===== src/hdl/owcd_map.vh =====
// Field positions, widths and unprogrammed values of the two configuration words.
// Assumes inclusion by the decoder files of this block only.
`ifndef OWCD_MAP_VH
`define OWCD_MAP_VH

// Oscillator word fields
`define OWCD_CSM_HI 7
`define OWCD_CSM_LO 6
`define OWCD_SOSC_BIT 5
`define OWCD_RANGE_HI 4
`define OWCD_RANGE_LO 3
`define OWCD_CLKOUT_BIT 2
`define OWCD_PMODE_HI 1
`define OWCD_PMODE_LO 0

// Watchdog word fields
`define OWCD_WDT_EN_BIT 7
`define OWCD_WIN_DIS_BIT 6
`define OWCD_WDT_RSVD_BIT 5
`define OWCD_PRESC_BIT 4
`define OWCD_POST_HI 3
`define OWCD_POST_LO 0

// Clock switch codes
`define OWCD_CSM_SW_ON 2'h1
`define OWCD_CSM_ALL_ON 2'h0

// Range codes
`define OWCD_RANGE_HIGH 2'h3
`define OWCD_RANGE_MID 2'h2
`define OWCD_RANGE_LOW 2'h1

// Unprogrammed word and field values
`define OWCD_OSC_ERASED 8'hff
`define OWCD_WDT_ERASED 8'hdf
`define OWCD_PMODE_ERASED 2'h3
`define OWCD_POST_ERASED 4'hf

`endif


===== src/hdl/owcd_decode.v =====
// Oscillator and watchdog configuration word decoder.
// Assumes config words are stable nonvolatile bits synchronous to mclk_i.
// Functional notes
// - Bits 7-6 control clock switching and monitor
// - Bits 4-3 select primary oscillator band
// - Bit 7 forces watchdog, else software
// - Bit 6 one selects non-windowed watchdog
// - Bit 4 picks one of two prescalers
// - Postscale ratio doubles per code step
// - Postscale ratio is two to code
// - Unprogrammed bits read one, programmed zero; watchdog bit 5 always reads zero
`timescale 1ns/1ps
`default_nettype none
`include "owcd_map.vh"
module owcd_decode #(
	parameter RATIO_W = 16
)
(
	// Clock and reset
	input wire mclk_i,
	input wire nrst_i,
	// Raw configuration words
	input wire [7:0] osc_cfg_i,
	input wire [7:0] wdt_cfg_i,
	// Software watchdog enable
	input wire watchdog_soft_enable_i,
	// Read-back of the words
	output reg [7:0] osc_cfg_rd_o,
	output reg [7:0] wdt_cfg_rd_o,
	// Oscillator settings
	output reg clock_switch_en_o,
	output reg fail_safe_monitor_en_o,
	output reg [1:0] primary_osc_range_o,
	output reg range_high_o,
	output reg range_mid_o,
	output reg range_low_o,
	output reg secondary_osc_power_sel_o,
	output reg clock_out_pin_function_o,
	output reg [1:0] primary_osc_mode_o,
	// Watchdog settings
	output reg watchdog_enable_o,
	output reg watchdog_fuse_enable_o,
	output reg window_mode_en_o,
	output reg watchdog_prescale_sel_o,
	output reg [3:0] watchdog_postscale_sel_o,
	output reg [RATIO_W-1:0] postscale_ratio_o
);
	// Held configuration words
	reg [7:0] osc_reg;
	reg [7:0] wdt_reg;
	reg [7:0] osc_next;
	reg [7:0] wdt_next;

	// Field views of the held words
	wire [1:0] csm;
	wire [1:0] rng;
	wire [3:0] post_code;
	wire [RATIO_W-1:0] ratio;

	// Next values of the oscillator outputs
	reg [7:0] osc_rd_next;
	reg clock_switch_en_next;
	reg fail_safe_monitor_en_next;
	reg [1:0] primary_osc_range_next;
	reg range_high_next;
	reg range_mid_next;
	reg range_low_next;
	reg secondary_osc_power_sel_next;
	reg clock_out_pin_function_next;
	reg [1:0] primary_osc_mode_next;

	// Next values of the watchdog outputs
	reg [7:0] wdt_rd_next;
	reg watchdog_enable_next;
	reg watchdog_fuse_enable_next;
	reg window_mode_en_next;
	reg watchdog_prescale_sel_next;
	reg [3:0] watchdog_postscale_sel_next;
	reg [RATIO_W-1:0] postscale_ratio_next;

	// Words follow the inputs only while in reset
	always @*
	begin
		osc_next = osc_reg;
		wdt_next = wdt_reg;
		if (!nrst_i)
		begin
			osc_next = osc_cfg_i;
			wdt_next = wdt_cfg_i & `OWCD_WDT_ERASED;
		end
	end

	// Held words; last reset edge wins
	always @(posedge mclk_i)
	begin
		osc_reg <= osc_next;
		wdt_reg <= wdt_next;
	end

	assign csm = osc_reg[`OWCD_CSM_HI:`OWCD_CSM_LO];
	assign rng = osc_reg[`OWCD_RANGE_HI:`OWCD_RANGE_LO];
	assign post_code = wdt_reg[`OWCD_POST_HI:`OWCD_POST_LO];

	owcd_postscale #(
		.CODE_W(4),
		.RATIO_W(RATIO_W)
	) u_post (
		.code_i(post_code),
		.ratio_o(ratio)
	);

	// Oscillator decode; reset shows the unprogrammed setting
	always @*
	begin
		osc_rd_next = `OWCD_OSC_ERASED;
		clock_switch_en_next = 1'b0;
		fail_safe_monitor_en_next = 1'b0;
		primary_osc_range_next = `OWCD_RANGE_HIGH;
		range_high_next = 1'b1;
		range_mid_next = 1'b0;
		range_low_next = 1'b0;
		secondary_osc_power_sel_next = 1'b1;
		clock_out_pin_function_next = 1'b1;
		primary_osc_mode_next = `OWCD_PMODE_ERASED;
		if (nrst_i)
		begin
			osc_rd_next = osc_reg;
			primary_osc_range_next = rng;
			range_high_next = 1'b0;
			secondary_osc_power_sel_next = osc_reg[`OWCD_SOSC_BIT];
			clock_out_pin_function_next = osc_reg[`OWCD_CLKOUT_BIT];
			primary_osc_mode_next = osc_reg[`OWCD_PMODE_HI:`OWCD_PMODE_LO];
			case (csm)
				`OWCD_CSM_SW_ON:
				begin
					clock_switch_en_next = 1'b1;
				end
				`OWCD_CSM_ALL_ON:
				begin
					clock_switch_en_next = 1'b1;
					fail_safe_monitor_en_next = 1'b1;
				end
				default:
				begin
					clock_switch_en_next = 1'b0;
				end
			endcase
			case (rng)
				`OWCD_RANGE_HIGH:
				begin
					range_high_next = 1'b1;
				end
				`OWCD_RANGE_MID:
				begin
					range_mid_next = 1'b1;
				end
				`OWCD_RANGE_LOW:
				begin
					range_low_next = 1'b1;
				end
				default:
				begin
					range_high_next = 1'b0;
				end
			endcase
		end
	end

	// Watchdog decode; reset shows the unprogrammed setting
	always @*
	begin
		wdt_rd_next = `OWCD_WDT_ERASED;
		watchdog_fuse_enable_next = 1'b1;
		watchdog_enable_next = 1'b1;
		window_mode_en_next = 1'b0;
		watchdog_prescale_sel_next = 1'b1;
		watchdog_postscale_sel_next = `OWCD_POST_ERASED;
		postscale_ratio_next = {1'b1, {(RATIO_W-1){1'b0}}};
		if (nrst_i)
		begin
			wdt_rd_next = wdt_reg;
			watchdog_fuse_enable_next = wdt_reg[`OWCD_WDT_EN_BIT];
			watchdog_enable_next = wdt_reg[`OWCD_WDT_EN_BIT] | watchdog_soft_enable_i;
			window_mode_en_next = ~wdt_reg[`OWCD_WIN_DIS_BIT];
			watchdog_prescale_sel_next = wdt_reg[`OWCD_PRESC_BIT];
			watchdog_postscale_sel_next = post_code;
			postscale_ratio_next = ratio;
		end
	end

	// Oscillator outputs straight from flops
	always @(posedge mclk_i)
	begin
		osc_cfg_rd_o <= osc_rd_next;
		clock_switch_en_o <= clock_switch_en_next;
		fail_safe_monitor_en_o <= fail_safe_monitor_en_next;
		primary_osc_range_o <= primary_osc_range_next;
		range_high_o <= range_high_next;
		range_mid_o <= range_mid_next;
		range_low_o <= range_low_next;
		secondary_osc_power_sel_o <= secondary_osc_power_sel_next;
		clock_out_pin_function_o <= clock_out_pin_function_next;
		primary_osc_mode_o <= primary_osc_mode_next;
	end

	// Watchdog outputs straight from flops
	always @(posedge mclk_i)
	begin
		wdt_cfg_rd_o <= wdt_rd_next;
		watchdog_enable_o <= watchdog_enable_next;
		watchdog_fuse_enable_o <= watchdog_fuse_enable_next;
		window_mode_en_o <= window_mode_en_next;
		watchdog_prescale_sel_o <= watchdog_prescale_sel_next;
		watchdog_postscale_sel_o <= watchdog_postscale_sel_next;
		postscale_ratio_o <= postscale_ratio_next;
	end
endmodule // owcd_decode
`default_nettype wire


===== src/hdl/owcd_postscale.v =====
// Postscale code to ratio decoder.
// Assumes a four-bit code; ratio is a one-hot power of two.
`timescale 1ns/1ps
`default_nettype none
module owcd_postscale #(
	parameter CODE_W = 4,
	parameter RATIO_W = 16
)
(
	// Code in
	input wire [CODE_W-1:0] code_i,
	// Ratio out
	output wire [RATIO_W-1:0] ratio_o
);
	assign ratio_o = {{(RATIO_W-1){1'b0}}, 1'b1} << code_i;
endmodule // owcd_postscale
`default_nettype wire


===== config.mk =====
export PLATFORM = sky130hd
export DESIGN_NAME = owcd_decode
export DESIGN_NICKNAME = d
export VERILOG_FILES = /design/src/hdl/owcd_decode.v /design/src/hdl/owcd_postscale.v
export VERILOG_INCLUDE_DIRS = /design/src /design/src/hdl
export SDC_FILE = /design/constraint.sdc
export NUM_CORES = 1
export LEC_CHECK = 0
export ABC_AREA = 0
export BUFFER_PORTS_ARGS = -buffer_cell sky130_fd_sc_hd__buf_4
export CORE_ASPECT_RATIO = 0.9
export CORE_MARGIN = 4
export CORE_UTILIZATION = 49
export DETAILED_ROUTE_END_ITERATION = 10
export PLACE_DENSITY = 0.83
export SLEW_MARGIN = 0
export SYNTH_ARGS = -nofsm -noshare
export SYNTH_HDL_FRONTEND = slang
export SYNTH_SLANG_ARGS = --single-unit

===== constraint.sdc =====
create_clock -name mclk_i -period 2.9 [get_ports mclk_i]
set_input_delay 0.29 -clock mclk_i [delete_from_list [all_inputs] [get_ports mclk_i]]
set_output_delay 0.29 -clock mclk_i [all_outputs]
set_load 0.05 [all_outputs]

==> summary.txt <==
GRT
  – Vias in the first global route: 976
  – Global Route Usage Sum: 0.147
  – Largest net degree at the start of global routing: 24
  – Initial antenna violation count: 0
  – Congestion Overflow GR: 0
  – First-pass GRT wire length: 4.33 mm

Timing
  – Pins Over Slew Limit: 0
  – Final Skew: 0.00994 ns
  – Endpoints failing setup: 0
  – Worst slew margin: 0.632
  – Worst Max-Slew Pin Slew: 0.552 ns
  – Setup slack after layout: 1.68 ns
  – Final Hold Viols: 0
  – Minimum clock period: 1.22 ns
  – Setup tns final: 0 ns
  – Worst hold margin: 0.0987 ns
  – RSZ-0062 raised after global routing: false
  – Period Utilization, post-route: 0.422
  – Achievable frequency: 0.816 GHz

Clock tree
  – Clock Latency Late Sink: 0.35 ns
  – TritonCTS clock tree: done
  – Hold buffers post-CTS: 0
  – Clock Sink Count: 53
  – Number of gates resized after CTS: 0
  – Clock buffer depth: 2
  – # H-tree levels: 2
  – Worst-path clk slew: 0.13 ns
  – TritonCTS buffer count: 5
  – CTS root buffer: clkbuf_4
  – Setup repair bufs after CTS: 0

Floorplanning
  – I/O pin cnt: 70
  – Die Y: 61.9 um
  – Die area: 0.00420 mm^2
  – FP Rows: 19
  – Initial core utilization: 0.515
  – CORE AREA: 0.00307 mm^2
  – Die width: 67.8 um

Power
  – VDD IR-drop max: 0.000395 V
  – Total power: 1.39 mW
  – P_leak: 0.933 nW
  – Cell area power density: 665 mW/mm^2

Layout
  – N_diodes: 0
  – Area Growth Syn to Fin: 32.1%
  – Share of layout cells above drive strength 1: 0.427
  – # fillers: 241
  – NumNets Final: 196
  – Final Core Density: 0.680
  – Design area: 0.00209 mm^2
  – Final non-filler cell total: 220
  – Max reg flops: 16

Worst setup path
  – Crit Path Class: reg -> out
  – Slowest stage cell, crit path: dfxtp_1
  – CP bufs+invs: 1
  – Worst EP required: 2.61 ns
  – CP Launch Type: flip-flop
  – Crit-path cells: buf_4
  – WP data arrival: 0.93 ns
  – Crit Path Max Fanout: 2
  – Delay-heaviest family, CP: flip-flops
  – Worst path max stage delay: 0.38 ns
  – Crit end category: output port

Detailed routing
  – Vias: 955
  – Initial DRC Count: 25
  – Post-route DRC: 0
  – Vias per std cell: 4.34
  – Final wirelength: 2.74 mm
  – TritonRoute pass-1 iters: 4
  – Routed length per instance: 12.5 um
  – ANT nets after route: 0

Flow run
  – Maxcap violations: 0

Place
  – Place WS: 1.60 ns
  – RePlAce Congestion: 0.636
  – Post-DP HPWL: 2.07 mm
  – Dpl cell area: 0.00203 mm^2
  – I/O Buffers: 67
  – Inst Count DP: 212

Synthesis
  – Mapped cell area: 0.00158 mm^2
  – Synth cell types: 18
  – #FFs+latches synth: 53
  – Ys Warns: 0
  – Post-Syn Nets: 137
  – Syn Area/Cell: 13.4 um^2
  – Seq/Total Area, Yosys: 0.767
  – Mapped Cells: 118

Status
  – Status: finished clean

Worst hold path
  – Min-Delay Path Class: in -> reg
## logic make-up after synthesis
family / after synthesis / synth area share
AO/OA/AOI/OAI: 1 / 0.00317
buffers and inverters: 19 / 0.0776
flip-flops: 53 / 0.767
other: 1 / 0.00237
AND/OR/NAND/NOR: 44 / 0.150
## final timing paths
| check | from | end | slack (ns) | cells after the start |
|---|---|---|---|---|
| worst max-delay path | wdt_cfg_rd_o[3]$_SDFF_PN1_ | watchdog_postscale_sel_o[3] | 1.68 | 1 |
| worst min-delay path | osc_cfg_i[5] | osc_reg[5]$_DFFE_PN_ | 0.1 | 1 |
| worst max register to register | wdt_reg[1]$_DFFE_PN_ | postscale_ratio_o[12]$_SDFF_PN0_ | 1.78 | 2 |
| worst min register to register | osc_reg[1]$_DFFE_PN_ | osc_cfg_rd_o[1]$_SDFF_PN1_ | 0.44 | 1 |
## synth_stat cells
cell type	n	area, um^2
nand2b_1	16	100
nand2_1	5	18.8
clkbuf_2	1	5.00
nor3_1	3	15.0
nand3_1	1	5.00
o21ai_0	1	5.00
conb_1	1	3.75
and3_1	1	6.26
nor3_2	1	10.0
or2_2	1	6.26
dfxtp_1	38	761
nand3b_1	2	15.0
or3b_4	1	11.3
buf_4	13	97.6
nor2_1	13	48.8
buf_2	1	5.00
edfxtp_1	15	450
inv_1	4	15.0
## final cells by class
type / instances / area (um^2) / share of cell area
Clock buffer: 8 / 58.8 / 0.0282
Multi-Input combinational cell: 46 / 245 / 0.118
Sequential cell: 53 / 1210 / 0.581
Timing Repair Buffer: 67 / 503 / 0.241
Inverter: 4 / 15.0 / 0.00720
Tap cell: 42 / 52.6 / 0.0252
## where the power goes
part	total, mW	leakage (nW)	internal (mW)	switching [mW]
sequential	0.826	0.460	0.805	0.0207
combinational	0.243	0.440	0.0733	0.170
clock	0.319	0.0326	0.120	0.199
## per-layer routing
| layer | vias to the layer above | routed length (um) | global-route usage |
|---|---|---|---|
| met4 | 0 | 33 | 0.0595 |
| met1 | 423 | 1010 | 0.143 |
| met2 | 47 | 1420 | 0.270 |
| met5 | - | 0 | 0 |
| li1 | 480 | - | - |
| met3 | 5 | 281 | 0.0701 |
## placed cells by master (no fill, tap or decap)
| cell | count |
|---|---|
| nand3_1 | 1 |
| clkbuf_8 | 1 |
| clkbuf_1 | 2 |
| edfxtp_1 | 15 |
| and3_1 | 1 |
| conb_1 | 1 |
| buf_4 | 67 |
| or3b_4 | 1 |
| nor3_2 | 1 |
| nor3_1 | 3 |
| nand3b_1 | 2 |
| nand2_1 | 5 |
| o21ai_0 | 1 |
| inv_1 | 4 |
| dfxtp_1 | 38 |
| clkbuf_4 | 5 |
| nor2_1 | 13 |
| nand2b_1 | 16 |
| or2_2 | 1 |
No activity file was read; power rests on OpenSTA's default activity.
